**config.mk**
```make
export PLATFORM = sky130hd
export DESIGN_NAME = asp_packer_top
export DESIGN_NICKNAME = d
export VERILOG_FILES = /design/src/design/asp_pkg.sv /design/src/design/asp_sched_sel.sv /design/src/design/asp_bit_packer.sv /design/src/design/asp_packer_top.sv
export SDC_FILE = /design/constraint.sdc
export NUM_CORES = 2
export LEC_CHECK = 0
export BUFFER_PORTS_ARGS = -buffer_cell sky130_fd_sc_hd__buf_4
export CORE_UTILIZATION = 50
export CTS_BUF_LIST = sky130_fd_sc_hd__clkbuf_8 sky130_fd_sc_hd__clkbuf_16
export DETAILED_ROUTE_END_ITERATION = 12
export PLACE_DENSITY_LB_ADDON = 0.25
export SLEW_MARGIN = 40
export SYNTH_ARGS = -nofsm -noshare
export SYNTH_HDL_FRONTEND = slang
export SYNTH_SLANG_ARGS = --single-unit
```
**constraint.sdc**
```tcl
create_clock -name clk -period 20.6 [get_ports clk]
set_input_delay 2.06 -clock clk [delete_from_list [all_inputs] [get_ports clk]]
set_output_delay 2.06 -clock clk [all_outputs]
set_load 0.05 [all_outputs]
```
**src/design/asp_pkg.sv**
```systemverilog
// Shared constants, types and helpers of the analog sample packer.
// Assumes a single 100 MHz clock domain for every user of this package.
package asp_pkg;

    // Geometry
    localparam int NCH      = 8;
    localparam int ACC_BITS = 80;

    // Register byte offsets
    localparam logic [5:0] OFS_CTRL   = 6'h00;
    localparam logic [5:0] OFS_MAXLEN = 6'h04;
    localparam logic [5:0] OFS_NSCHED = 6'h08;
    localparam logic [5:0] OFS_STATUS = 6'h0c;
    localparam logic [5:0] OFS_DESC   = 6'h20;

    // Field positions
    localparam int CTRL_START_BIT = 0;
    localparam int CTRL_NCH_LSB   = 4;
    localparam int STAT_BUSY_BIT  = 0;
    localparam int STAT_ERR_BIT   = 1;
    localparam int STAT_DONE_LSB  = 16;
    localparam int FACTOR_LSB     = 24;
    localparam int LENGTH_LSB     = 2;
    localparam int MODE_LSB       = 0;

    // Values after reset
    localparam logic [2:0]  RST_NCH_M1 = 3'h0;
    localparam logic [15:0] RST_MAXLEN = 16'hffff;
    localparam logic [15:0] RST_NSCHED = 16'h0001;
    localparam logic [31:0] RST_DESC   = 32'h00000030;

    // Packing mode codes
    localparam logic [1:0] MODE_PACKED = 2'h0;
    localparam logic [1:0] MODE_LSBPAD = 2'h1;
    localparam logic [1:0] MODE_RSVD   = 2'h2;
    localparam logic [1:0] MODE_MSBPAD = 2'h3;

    // Bit counts
    localparam logic [6:0] WORD_BITS = 7'h10;
    localparam logic [6:0] DESC_BITS = 7'h20;
    localparam logic [6:0] FULL_BITS = 7'h40;

    typedef enum logic [4:0] {
        S_IDLE  = 5'h01,
        S_CALC  = 5'h02,
        S_DESC  = 5'h04,
        S_SAMP  = 5'h08,
        S_FLUSH = 5'h10
    } asp_state_type;

    // Bit run handed to the word builder
    typedef struct packed {
        logic [63:0] bits;
        logic [6:0]  nbits;
    } asp_chunk_type;

    // Word leaving toward the recorder
    typedef struct packed {
        logic [15:0] data;
        logic        last;
    } asp_word_type;

    // Length code zero stands for 64-bit samples
    function automatic logic [6:0] asp_width(input logic [5:0] code);
        return (code == 6'h00) ? FULL_BITS : {1'b0, code};
    endfunction

    // Round a width up to whole 16-bit words
    function automatic logic [6:0] asp_align16(input logic [6:0] w);
        return 7'(w + 7'h0f) & 7'h70;
    endfunction

    // Simultaneous sample index is a multiple of 2**k
    function automatic logic asp_due(input logic [15:0] step, input logic [3:0] k);
        return (step & 16'((17'h1 << k) - 17'h1)) == 16'h0000;
    endfunction

endpackage

```
**src/design/asp_sched_sel.sv**
```systemverilog
// Picks the next subchannel due in the current simultaneous sample.
// Assumes a descriptor table held by the caller, entries in ascending order.
`timescale 1ns/1ns
`default_nettype none

module asp_sched_sel (
    input  wire logic [15:0]                step,
    input  wire logic [3:0]                 from,
    input  wire logic [3:0]                 nch,
    input  wire logic [asp_pkg::NCH-1:0][3:0] factors,
    output logic                            hit,
    output logic [2:0]                      chan
);
    import asp_pkg::*;

    // Scan downward so the lowest due entry wins
    always_comb begin
        hit  = 1'b0;
        chan = 3'h0;
        for (int i = NCH - 1; i >= 0; i--) begin
            if (4'(i) >= from && 4'(i) < nch && asp_due(step, factors[i])) begin
                hit  = 1'b1;
                chan = 3'(i);
            end
        end
    end

endmodule // asp_sched_sel

`default_nettype wire

```
**src/design/asp_bit_packer.sv**
```systemverilog
// Little-endian bit accumulator that cuts runs of bits into 16-bit words.
// Assumes the caller never pushes while it holds flush high.
`timescale 1ns/1ns
`default_nettype none

module asp_bit_packer (
    input  wire logic                  clk,
    input  wire logic                  rst_n,
    input  wire logic                  in_valid,
    input  wire asp_pkg::asp_chunk_type in_chunk,
    output logic                       in_ready,
    input  wire logic                  flush,
    output logic                       out_valid,
    output asp_pkg::asp_word_type      out_word,
    input  wire logic                  out_ready,
    output logic                       idle
);
    import asp_pkg::*;

    typedef struct packed {
        logic [ACC_BITS-1:0] acc;
        logic [6:0]          cnt;
    } asp_pk_state_type;

    asp_pk_state_type r;
    asp_pk_state_type n;

    // Outside flush, words leave only above 16 bits held, so the final one can carry last
    always_comb begin
        n         = r;
        in_ready  = (r.cnt <= WORD_BITS);
        out_valid = (r.cnt > WORD_BITS) || (flush && r.cnt != 7'h00);
        if (in_valid && in_ready) begin
            n.acc = r.acc | (ACC_BITS'(in_chunk.bits) << r.cnt);
            n.cnt = r.cnt + in_chunk.nbits;
        end else if (out_valid && out_ready) begin
            n.acc = r.acc >> WORD_BITS;
            n.cnt = (r.cnt > WORD_BITS) ? 7'(r.cnt - WORD_BITS) : 7'h00;
        end
    end

    // Upper bits of a short final word are already zero fill
    assign out_word = '{data: r.acc[15:0], last: flush && r.cnt <= WORD_BITS};
    assign idle     = (r.cnt == 7'h00);

    // State register
    always_ff @(posedge clk or negedge rst_n) begin
        if (!rst_n) begin
            r <= '0;
        end else begin
            r <= n;
        end
    end
endmodule // asp_bit_packer

`default_nettype wire

```
**src/design/asp_packer_top.sv**
```systemverilog
// Analog packet body builder: register slave, schedule walk, sample framing.
// Assumes an Avalon-MM master, sample sources and recorder all on clk.
`timescale 1ns/1ns
`default_nettype none

module asp_packer_top (
    input  wire logic        clk,
    input  wire logic        resetn,
    input  wire logic [5:0]  avs_address,
    input  wire logic        avs_read,
    input  wire logic        avs_write,
    input  wire logic [31:0] avs_writedata,
    output logic [31:0]      avs_readdata,
    output logic             avs_waitrequest,
    output logic [2:0]       smp_chan,
    output logic             smp_ready,
    input  wire logic        smp_valid,
    input  wire logic [63:0] smp_data,
    output logic [15:0]      pkt_data,
    output logic             pkt_valid,
    output logic             pkt_last,
    input  wire logic        pkt_ready,
    output logic             busy
);
    import asp_pkg::*;

    typedef struct packed {
        asp_state_type            st;
        logic                     ack;
        logic [31:0]              rdata;
        logic [2:0]               nch_m1;
        logic [15:0]              maxlen;
        logic [15:0]              nsched;
        logic [NCH-1:0][31:0]     desc;
        logic                     err;
        logic [3:0]               c;
        logic                     pass;
        logic [15:0]              s;
        logic [3:0]               maxk;
        logic [31:0]              sbits;
        logic [31:0]              used;
        logic [15:0]              done;
    } asp_top_state_type;

    asp_top_state_type    r;
    asp_top_state_type    n;
    logic                 rst_meta, rst_n;
    logic [3:0]           nch;
    logic [1:0]           mode;
    logic [NCH-1:0][3:0]  factors;
    logic                 sel_hit, more, smp_take;
    logic [2:0]           sel_chan;
    logic [31:0]          cdesc, sdesc, next_words, rd_mux;
    logic [6:0]           cw, sw, sa;
    logic [63:0]          raw;
    logic [15:0]          max_d;
    logic                 pk_in_valid, pk_in_ready, pk_flush, pk_idle;
    asp_chunk_type        chunk;
    asp_word_type         pk_word;
    // Reset released through two flops, asserted at once
    always_ff @(posedge clk or negedge resetn) begin
        if (!resetn) begin
            rst_meta <= 1'b0;
            rst_n    <= 1'b0;
        end else begin
            rst_meta <= 1'b1;
            rst_n    <= rst_meta;
        end
    end

    // Descriptor field decode
    assign nch  = 4'({1'b0, r.nch_m1} + 4'h1);
    assign mode = r.desc[0][MODE_LSB +: 2];
    always_comb begin
        for (int i = 0; i < NCH; i++) begin
            factors[i] = r.desc[i][FACTOR_LSB +: 4];
        end
    end
    assign cdesc = r.desc[r.c[2:0]];
    assign sdesc = r.desc[sel_chan];
    assign cw    = asp_width(cdesc[LENGTH_LSB +: 6]);
    assign sw    = asp_width(sdesc[LENGTH_LSB +: 6]);
    assign sa    = asp_align16(sw);
    assign max_d = 16'(17'h1 << r.maxk);
    // Sample masked to its width so padding stays zero
    assign raw = (sw == FULL_BITS) ? smp_data : (smp_data & ((64'h1 << sw) - 64'h1));
    asp_sched_sel u_sel (
        .step    (r.s),
        .from    (r.c),
        .nch     (nch),
        .factors (factors),
        .hit     (sel_hit),
        .chan    (sel_chan)
    );
    // Schedule fit: descriptor words plus rounded body words
    assign next_words = 32'({nch, 1'b0}) + ((r.used + r.sbits + 32'h0000000f) >> 4);
    assign more = (r.nsched == 16'h0000 || 16'(r.done + 16'h1) < r.nsched)
                  && (next_words <= 32'(r.maxlen));
    // Register read mux; unmapped offsets read zero
    always_comb begin
        rd_mux = 32'h00000000;
        if (avs_address[5]) begin
            rd_mux = r.desc[avs_address[4:2]];
        end else begin
            case (avs_address)
                OFS_CTRL:   rd_mux = 32'({r.nch_m1, 4'h0});
                OFS_MAXLEN: rd_mux = 32'(r.maxlen);
                OFS_NSCHED: rd_mux = 32'(r.nsched);
                OFS_STATUS: rd_mux = {r.done, 14'h0000, r.err, r.st != S_IDLE};
                default:    rd_mux = 32'h00000000;
            endcase
        end
    end
    // Bus slave, packer feed and the frame walk
    always_comb begin
        n           = r;
        pk_in_valid = 1'b0;
        pk_flush    = 1'b0;
        smp_ready   = 1'b0;
        chunk       = '{bits: 64'(cdesc), nbits: DESC_BITS};
        n.ack       = (avs_read || avs_write) && !r.ack;
        if (avs_read && !r.ack) begin
            n.rdata = rd_mux;
        end
        // Writes land on the acknowledging edge; config locked while busy
        if (avs_write && r.ack && r.st == S_IDLE) begin
            if (avs_address[5]) begin
                n.desc[avs_address[4:2]] = avs_writedata;
            end else if (avs_address == OFS_CTRL) begin
                n.nch_m1 = avs_writedata[CTRL_NCH_LSB +: 3];
            end else if (avs_address == OFS_MAXLEN) begin
                n.maxlen = avs_writedata[15:0];
            end else if (avs_address == OFS_NSCHED) begin
                n.nsched = avs_writedata[15:0];
            end
        end
        case (r.st)
            S_IDLE: begin
                if (avs_write && r.ack && avs_address == OFS_CTRL
                    && avs_writedata[CTRL_START_BIT]) begin
                    n.err = (mode == MODE_RSVD);
                    if (mode != MODE_RSVD) begin
                        n.st    = S_CALC;
                        n.c     = 4'h0;
                        n.pass  = 1'b0;
                        n.maxk  = 4'h0;
                        n.sbits = 32'h00000000;
                        n.used  = 32'h00000000;
                        n.done  = 16'h0000;
                    end
                end
            end
            // Two passes: slowest factor, then bits per schedule
            S_CALC: begin
                if (!r.pass) begin
                    if (factors[r.c[2:0]] > r.maxk) begin
                        n.maxk = factors[r.c[2:0]];
                    end
                end else begin
                    n.sbits = r.sbits + (32'((mode == MODE_PACKED) ? cw : asp_align16(cw))
                              << (r.maxk - factors[r.c[2:0]]));
                end
                if (r.c == nch - 4'h1) begin
                    n.c    = 4'h0;
                    n.pass = 1'b1;
                    n.st   = r.pass ? S_DESC : S_CALC;
                end else begin
                    n.c = 4'(r.c + 4'h1);
                end
            end
            S_DESC: begin
                pk_in_valid = 1'b1;
                if (pk_in_ready) begin
                    if (r.c == nch - 4'h1) begin
                        n.st = S_SAMP;
                        n.c  = 4'h0;
                        n.s  = 16'h0001;
                    end else begin
                        n.c = 4'(r.c + 4'h1);
                    end
                end
            end
            S_SAMP: begin
                case (mode)
                    MODE_PACKED: chunk = '{bits: raw, nbits: sw};
                    MODE_LSBPAD: chunk = '{bits: raw << (sa - sw), nbits: sa};
                    default:     chunk = '{bits: raw, nbits: sa};
                endcase
                if (sel_hit) begin
                    smp_ready   = pk_in_ready;
                    pk_in_valid = smp_valid;
                    if (smp_valid && pk_in_ready) begin
                        n.used = r.used + 32'(chunk.nbits);
                        n.c    = 4'({1'b0, sel_chan} + 4'h1);
                    end
                end else if (r.s == max_d) begin
                    n.done = 16'(r.done + 16'h1);
                    n.c    = 4'h0;
                    n.s    = 16'h0001;
                    n.st   = more ? S_SAMP : S_FLUSH;
                end else begin
                    n.s = 16'(r.s + 16'h1);
                    n.c = 4'h0;
                end
            end
            S_FLUSH: begin
                pk_flush = 1'b1;
                if (pk_idle) begin
                    n.st = S_IDLE;
                end
            end
            default: n.st = S_IDLE;
        endcase
    end
    asp_bit_packer u_pk (
        .clk       (clk),
        .rst_n     (rst_n),
        .in_valid  (pk_in_valid),
        .in_chunk  (chunk),
        .in_ready  (pk_in_ready),
        .flush     (pk_flush),
        .out_valid (pkt_valid),
        .out_word  (pk_word),
        .out_ready (pkt_ready),
        .idle      (pk_idle)
    );
    assign smp_take        = smp_ready && smp_valid;
    assign smp_chan        = sel_chan;
    assign pkt_data        = pk_word.data;
    assign pkt_last        = pk_word.last;
    assign busy            = (r.st != S_IDLE);
    assign avs_readdata    = r.rdata;
    assign avs_waitrequest = (avs_read || avs_write) && !r.ack;
    // State register
    always_ff @(posedge clk or negedge rst_n) begin
        if (!rst_n) begin
            r        <= '0;
            r.st     <= S_IDLE;
            r.nch_m1 <= RST_NCH_M1;
            r.maxlen <= RST_MAXLEN;
            r.nsched <= RST_NSCHED;
            r.desc   <= {NCH{RST_DESC}};
        end else begin
            r <= n;
        end
    end
    // Previous take, for ordering checks only
    logic        prv_ok;
    logic [15:0] prv_s;
    logic [2:0]  prv_ch;
    always_ff @(posedge clk or negedge rst_n) begin
        if (!rst_n) begin
            prv_ok <= 1'b0;
            prv_s  <= 16'h0000;
            prv_ch <= 3'h0;
        end else if (smp_take) begin
            prv_ok <= 1'b1;
            prv_s  <= r.s;
            prv_ch <= sel_chan;
        end else if (!sel_hit || r.st != S_SAMP) begin
            prv_ok <= 1'b0; // Order restarts with each simultaneous sample
        end
    end
endmodule // asp_packer_top

`default_nettype wire

```
==> Word-level counts from Yosys, hierarchy flattened <==
Index checks and enable logic that the tools add are counted.
{ "word_totals": {"elab_cells": 278, "regBits": 524} }
{ "classes": {"magnitude_cmp": 25, "bitwise_logic": 13, "shifts": 13, "add_sub_neg": 26, "eq_ne": 29, "reduce_logical": 66, "mux": 80} }
{ "op_table": {"columns": ["op", "count"], "rows": [
  ["binary-select mux 32 bit (select 3 bit)", 3],
  ["bitwise mux 256 bit", 1],
  ["2-to-1 mux 32 bit", 7],
  ["2-to-1 mux 87 bit", 2],
  ["2-to-1 mux 84 bit", 2],
  ["zero test 16 bit", 9],
  ["<< shifter 1 x 4 -> 16 bit, first input constant", 9],
  ["2-to-1 mux 71 bit", 2],
  ["case mux 71 bit (2 select lines)", 1],
  ["AND 16 bit", 8],
  ["case mux 32 bit (4 select lines)", 1],
  ["subtractor 16 x 1 -> 16 bit, second input constant", 8],
  ["demux 32 bit (select 3 bit)", 1],
  ["2-to-1 mux 16 bit", 6],
  ["case mux 48 bit (2 select lines)", 1],
  ["OR 80 bit", 1],
  ["<< shifter 64 x 7 -> 80 bit", 1],
  ["case mux 36 bit (2 select lines)", 1],
  ["adder 32 bit", 2],
  ["AND 64 bit", 1],
  ["2-to-1 mux 64 bit", 1],
  ["<< shifter 1 x 7 -> 64 bit, first input constant", 1],
  ["<< shifter 64 x 7 -> 64 bit", 1],
  ["subtractor 64 x 1 -> 64 bit, second input constant", 1],
  ["other kinds (68)", 181]
]} }

==> Logic depth before layout (Yosys ltp) <==
{ "depth": {"word_depth": 28, "ltp_mapped": 43, "mapped_depth_nobuf": 38} }

==> Hierarchy <==
Synthesis repeated with hierarchy kept, for this count alone.
{ "hier_totals": {"cells_unflattened": 5279, "hier_area_um2": 49035.8} }
{ "modules_own_cells": {"columns": ["mod", "cells_per_inst", "instances", "seq_area_each_um2", "area_each_um2"], "rows": [
  ["asp_packer_top", 3773, 1, 10978.0, 36643.9],
  ["asp_bit_packer", 1002, 1, 2177.1, 9310.2],
  ["asp_sched_sel", 504, 1, 0.0, 3081.7]
]} }

==> Worst setup path after synthesis <==
No wires, ideal clock.
{ "synth_timing": {"path_kind": "register to register", "from": "reg r[101] in the netlist's numbering", "to": "reg u_pk.r[54] in the netlist's numbering", "synth_period_minus_slack_ps": 10263, "setup_slack_ps": 10337, "path_stages_with_launch": 40, "t_arrival_ps": 10139, "path_cell_list": "dfrtp_1 -> clkbuf_1 -> buf_1 -> buf_1 -> clkbuf_1 -> clkbuf_1 -> inv_1 -> ha_1 -> nand2b_1 -> o211ai_1 -> a221oi_1 -> nand4_1 -> a211oi_4 -> o21ai_4 -> inv_4 -> or3_4 -> and2_4 -> a22oi_2 -> (+4 left out) -> clkinv_1 -> nor3_1 -> nand2_1 -> ha_1 -> o311a_1 -> o311a_1 -> buf_6 -> o211a_1 -> o211a_1 -> mux4_2 -> a222oi_1 -> nand3_1 -> o21a_1 -> and3b_1 -> mux4_2 -> and2_1 -> mux4_2 -> a211o_1"} }
{ "synth_between": {"elab_chain_len": 26, "elab_cells_between_ends": 64, "classes_between": "add/sub (3); order compare (8); eq/ne (1); shift (3); mux (28); bitwise (2); reduce/logical (19)"} }
{ "synth_rtl": {"columns": ["element", "line", "source"], "rows": [
  ["start: declaration", "asp_packer_top.sv:45", "asp_top_state_type r;"],
  ["start signal: assignment", "asp_packer_top.sv:244", "r <= n;"],
  [">= comparator 3 x 4 -> 1 bit", "asp_sched_sel.sv:21", "if (4'(i) >= from && 4'(i) < nch && asp_due(step, factors[i])) begin"],
  ["logical AND 1 bit (2 in series)", "asp_sched_sel.sv:21", null],
  ["2-to-1 mux 3 bit (7 in series)", "asp_sched_sel.sv:21", null],
  ["2-to-1 mux 3 bit (*)", "asp_sched_sel.sv:21", null],
  ["net smp_chan[1]", "asp_packer_top.sv:15", "output logic [2:0] smp_chan,"],
  ["binary-select mux 32 bit (select 3 bit) (*)", "asp_packer_top.sv:80", "assign sdesc = r.desc[sel_chan];"],
  ["2-to-1 mux 8 bit (implied by the code) (*)", "asp_packer_top.sv:80", null],
  ["zero test 6 bit", "asp_pkg.sv:65", "return (code == 6'h00) ? FULL_BITS : {1'b0, code};"],
  ["(+3 left out)", null, null],
  ["AND 64 bit", "asp_packer_top.sv:86", "assign raw = (sw == FULL_BITS) ? smp_data : (smp_data & ((64'h1 << sw) - 64'h1));"],
  ["2-to-1 mux 64 bit", "asp_packer_top.sv:86", null],
  ["<< shifter 64 x 7 -> 64 bit", "asp_packer_top.sv:186", "MODE_LSBPAD: chunk = '{bits: raw << (sa - sw), nbits: sa};"],
  ["case mux 71 bit (2 select lines) (*)", "asp_packer_top.sv:184", "case (mode)"],
  ["2-to-1 mux 71 bit (*) (2 in series)", "asp_packer_top.sv:137", "case (r.st)"],
  ["<< shifter 64 x 7 -> 80 bit (*)", "asp_bit_packer.sv:34", "n.acc = r.acc | (ACC_BITS'(in_chunk.bits) << r.cnt);"],
  ["OR 80 bit (*)", "asp_bit_packer.sv:34", null],
  ["2-to-1 mux 87 bit (*)", "asp_bit_packer.sv:33", "if (in_valid && in_ready) begin"],
  ["end signal: assignment", "asp_bit_packer.sv:51", "r <= n;"],
  ["end: declaration", "asp_bit_packer.sv:25", "asp_pk_state_type r;"]
]} }
Mark *: on every way through the listed nets, which the timed path passes. The rest lies on a longest branch. The select of a mux whose other input is x is not followed.
A chain may end at the register's enable or synchronous reset.

==> Worst setup path after layout <==
{ "layout_timing": {"from": "reg r, in the netlist factors[6]", "to": "reg u_pk.r[51] in the netlist's numbering"} }
{ "layout_between": {"elab_chain_len": 22, "elab_cells_between_ends": 33, "classes_between": "add/sub (4); eq/ne (1); shift (4); mux (16); bitwise (3); reduce/logical (5)"} }
{ "layout_rtl": {"columns": ["element", "line", "source"], "rows": [
  ["<< shifter 1 x 4 -> 16 bit", "asp_pkg.sv:75", "return (step & 16'((17'h1 << k) - 17'h1)) == 16'h0000;"],
  ["subtractor 16 x 1 -> 16 bit", "asp_pkg.sv:75", null],
  ["AND 16 bit", "asp_pkg.sv:75", null],
  ["zero test 16 bit", "asp_pkg.sv:75", null],
  ["logical AND 1 bit", "asp_sched_sel.sv:21", null],
  ["2-to-1 mux 3 bit (2 in series)", "asp_sched_sel.sv:21", null],
  ["binary-select mux 32 bit (select 3 bit)", "asp_packer_top.sv:80", null],
  ["2-to-1 mux 8 bit (implied by the code)", "asp_packer_top.sv:80", null],
  ["(+4 left out)", null, null],
  ["AND 64 bit", "asp_packer_top.sv:86", null],
  ["2-to-1 mux 64 bit", "asp_packer_top.sv:86", null],
  ["<< shifter 64 x 7 -> 64 bit", "asp_packer_top.sv:186", null],
  ["case mux 71 bit (2 select lines)", "asp_packer_top.sv:184", null],
  ["2-to-1 mux 71 bit (2 in series)", "asp_packer_top.sv:137", null],
  ["<< shifter 64 x 7 -> 80 bit", "asp_bit_packer.sv:34", null],
  ["OR 80 bit", "asp_bit_packer.sv:34", null],
  ["2-to-1 mux 87 bit", "asp_bit_packer.sv:33", null]
]} }
Several ways; a longest one is shown, not always the timed one. The select of a mux whose other input is x is not followed.

==> results.txt <==
The netlist area before placement came out at 50600 sq um. The data required time at the worst endpoint came out at 21.14 ns. The number of setup buffers added after CTS is 0. The total via count in the routed design is 51.1k.

sky130_fd_sc_hd__dfrtp_1 takes more of the synthesized area than any other cell. The tightest slew margin relative to the limit came out at 32.8%. The post-placement setup slack is 9.13 ns.

The number of sinks on the clock net came out at 524. The upper clock frequency limit came out at 84.0 MHz. The number of buffers inserted by port buffering came out at 163. The detailed placer's ending HPWL came out at 157000 um. Of the available clock period, the critical path in the final layout requires 57.8%. The setup clock skew after layout came out at 0.0278 ns.

The maximum buffer depth of the clock tree came out at 3. The worst setup path is captured at a flop. The number of enable flip-flop cells after synthesis came out at 0. The detailed-route wire length per cell is 31.0 um. The floorplan step defined a die boundary enclosing 102000 sq um. The highest cell delay on the worst timing path came out at 0.77 ns. Setup violations remaining at the end of the flow were counted as 0. The share of final-layout standard cells stronger than drive strength 1 is 20.4%. The routability congestion estimate from global placement is 1.10. The number of iterations in the first detailed-routing pass came out at 10. The number of unique standard cell types used by synthesis came out at 136. The number of placement rows came out at 116. The most frequent standard cell in the layout excluding fill and tap cells is sky130_fd_sc_hd__nand2_1. The start-to-end type of the worst setup path is flop to flop. Counting the buffers created by CTS gives 61.

The I/O pin total came out at 164. The number of hold-repair buffers added at the cts stage is 0. The core region is 100000 sq um. The post-detailed-routing wire length came out at 217000 um. In this run the biggest area consumer among cell types represents 24.3% of the synthesized area. TritonCTS built the clock tree.

The run finished with clean final reports. The later-pin clock latency in the skew report came out at 0.67 ns. The least setup slack across all paths after layout is 8.69 ns. The width of the die came out at 320 um. After detailed routing, the number of vias per cell comes to 7.31. The initial antenna violation count is 4.

The floorplan step set the die height to 320 um. The post-synthesis net count came out at 6093. The transition time of the tightest slew-check pin came out at 1.00 ns. Global routing consumed, over all layers together, 41.3% of the routing resources. STA classifies the critical path startpoint as a flop.

On the critical path, the stage with the largest delay is an instance of sky130_fd_sc_hd__o31ai_1. The largest net degree at the start of global routing is 150. The largest fanout of any net on the critical path is 16. The first global-routing pass estimated 319000 um of wire. The number of max-cap violations is 0. The count of nets left with antenna violations after detail routing came out at 0.

The number of hold-slack violations in the final timing report came out at 0. For this block, the initial DRC count from the detailed router was 7083. Adding up every negative setup slack in the final design gives 0 ns. The clock-pin slew reported for the worst setup and hold paths after clock tree synthesis is 0.06 ns. Setup repair after global routing left no endpoint under its margin. The root buffer cell is sky130_fd_sc_hd__clkbuf_16. After clock tree synthesis, the repair step resized 0 gates.

For the finished layout, the period the worst path requires is 11.91 ns. Yosys attributes the largest share of cell area to sky130_fd_sc_hd__dfrtp_1 (24%), sky130_fd_sc_hd__mux2_2 (8.4%), sky130_fd_sc_hd__mux4_2 (7.9%), sky130_fd_sc_hd__nand2_1 (4.2%), sky130_fd_sc_hd__ha_1 (4.0%). The cell repeated most along the worst path is sky130_fd_sc_hd__ha_1. The H-tree depth came out at 2.

The fraction of registers with async set/reset came out at 100%. After detailed routing, the number of remaining DRC violations is 0. The count of yosys warnings during synthesis came out at 0. The via count of the first global-routing pass is 47.8k.

The average size of a mapped cell came out at 8.69 sq um. At the end of the flow, the number of nets in the layout was 5915. The area growth from synthesis to final layout came out at 7.98%. The number of register bits inferred by synthesis came out at 524. The max-slew violation total from the final report came out at 0.

In the synthesized netlist, the number of instances is 5817. The share of the yosys chip area belonging to registers came out at 26.0%. For this configuration, the core starts out at a cell density of 50.5%. The number of filler cells placed in the layout is 9212. Summed over all layers, the global routing overflow is 0.

The data arrival time of the worst path is 12.45 ns. In this run the worst hold path is classified as flop to flop. Leaving out fill and tap cells, the most frequent cells in the layout are sky130_fd_sc_hd__nand2_1 (563), sky130_fd_sc_hd__dfrtp_1 (479), sky130_fd_sc_hd__nor2_1 (461), sky130_fd_sc_hd__mux2_2 (377), sky130_fd_sc_hd__o21ai_0 (292). The leading register cell type out of synthesis is sky130_fd_sc_hd__dfrtp_1.
-- registers in the layout, indices dropped and copies added (netlist names) --
signal / cells
rst_n: 1
u_pk.r: 71
factors: 32
mode: 2
r: 369
rst_meta: 1
avs_readdata: 32
u_pk.out_word: 16
-- cell families (layout without fill, tap and decap cells) --
| kind of cell | Yosys count | in the layout | synth area share, % |
|---|---|---|---|
| adder cells (fa/ha/maj) | 171 | 171 | 4.29 |
| flip-flops | 524 | 524 | 26.0 |
| multiplexers | 671 | 671 | 18.6 |
| buffers and inverters | 669 | 542 | 5.58 |
| other | 1 | 6 | 0.00742 |
| AO/OA/AOI/OAI | 1728 | 1728 | 24.7 |
| XOR/XNOR | 159 | 159 | 2.77 |
| AND/OR/NAND/NOR | 1894 | 1894 | 18.0 |
-- path summary, 6_finish.rpt --
kind,slack (ns),cells past startpoint,start,to
min reg2reg,0.35,0,rst_meta$_DFF_PN0_,rst_n$_DFF_PN0_
max,8.69,34,factors[6]$_DFFE_PN0P_,u_pk.r[51]$_DFFE_PN0P_
max reg2reg,8.69,34,factors[6]$_DFFE_PN0P_,u_pk.r[51]$_DFFE_PN0P_
min,0.35,0,rst_meta$_DFF_PN0_,rst_n$_DFF_PN0_
min in group asynchronous,0.36,0,rst_n$_DFF_PN0_,avs_readdata[17]$_DFFE_PN0P_
max in group asynchronous,18.13,4,rst_n$_DFF_PN0_,r[430]$_DFFE_PN1P_
-- worst max-delay path: cells and delay by family (launching register included) --
family,cells,cell delay (ns)
muxes,3,0.96
adders and majority gates,4,1.59
buffers and inverters,4,1.36
and+or+nand+nor,9,3.28
AOI/OAI and AO/OA,14,4.02
DFF,1,0.54
-- stage by stage --
| step | cells | hold WS (ns) | cell area, sq um | utilization (%) |
|---|---|---|---|---|
| 3_5_place_dp | 6870 | 0.342 | 52300 | 52.3 |
| 3_3_place_gp | 6864 | 0.335 | 52100 | 52.0 |
| 5_1_grt | 6988 | 0.367 | 54600 | 54.5 |
| 4_1_cts | 6984 | 0.356 | 54400 | 54.4 |
| 2_1_floorplan | 5817 | 0.331 | 50600 | - |
| 6_report | 6993 | 0.354 | 54600 | 54.5 |
-- cells in the mapped netlist, drive strengths merged (30+ instances only) --
| cell | n |
|---|---|
| nand2 | 575 |
| dfrtp | 490 |
| nor2 | 468 |
| mux2 | 380 |
| o21ai | 321 |
| clkbuf | 315 |
| a21oi | 279 |
| nand3 | 206 |
| buf | 199 |
| mux4 | 178 |
| ha | 163 |
| inv | 149 |
| nor3 | 142 |
| mux2i | 113 |
| o211ai | 112 |
| xnor2 | 96 |
| a31oi | 85 |
| a211oi | 83 |
| and3 | 83 |
| a21o | 75 |
| nand4 | 70 |
| and2 | 68 |
| o22ai | 63 |
| xor2 | 63 |
| or3 | 57 |
| a22oi | 53 |
| o21a | 48 |
| nor4 | 46 |
| o221ai | 46 |
| o31ai | 43 |
| a221oi | 42 |
| a22o | 36 |
| or2 | 35 |
| dfstp | 34 |
| o21bai | 34 |
| nor2b | 31 |
| a211o | 30 |
| a311oi | 30 |
| nand2b | 30 |
-- layout make-up --
type	instances	area [sq um]	share of cell area [%]
clock buffer	71	1680	3.07
inverter	155	589	1.08
antenna	5	12.5	0.0229
multi-input combinational	4624	34900	63.9
sequential	524	13200	24.1
tap	1298	1620	2.97
clock inverter	43	439	0.804
timing repair buffer	273	2180	3.99
-- routing by layer --
metal | up-vias | wire length (um) | global-route usage (%)
li1 | 21900 | - | -
met1 | 24900 | 81300 | 52.1
met2 | 3485 | 95300 | 63.7
met3 | 871 | 24200 | 10.4
met4 | 4 | 16100 | 25.1
met5 | - | 26 | 0
Power is not shown: default switching activity piles up to over one toggle a cycle in this logic, so the estimate is an artifact.
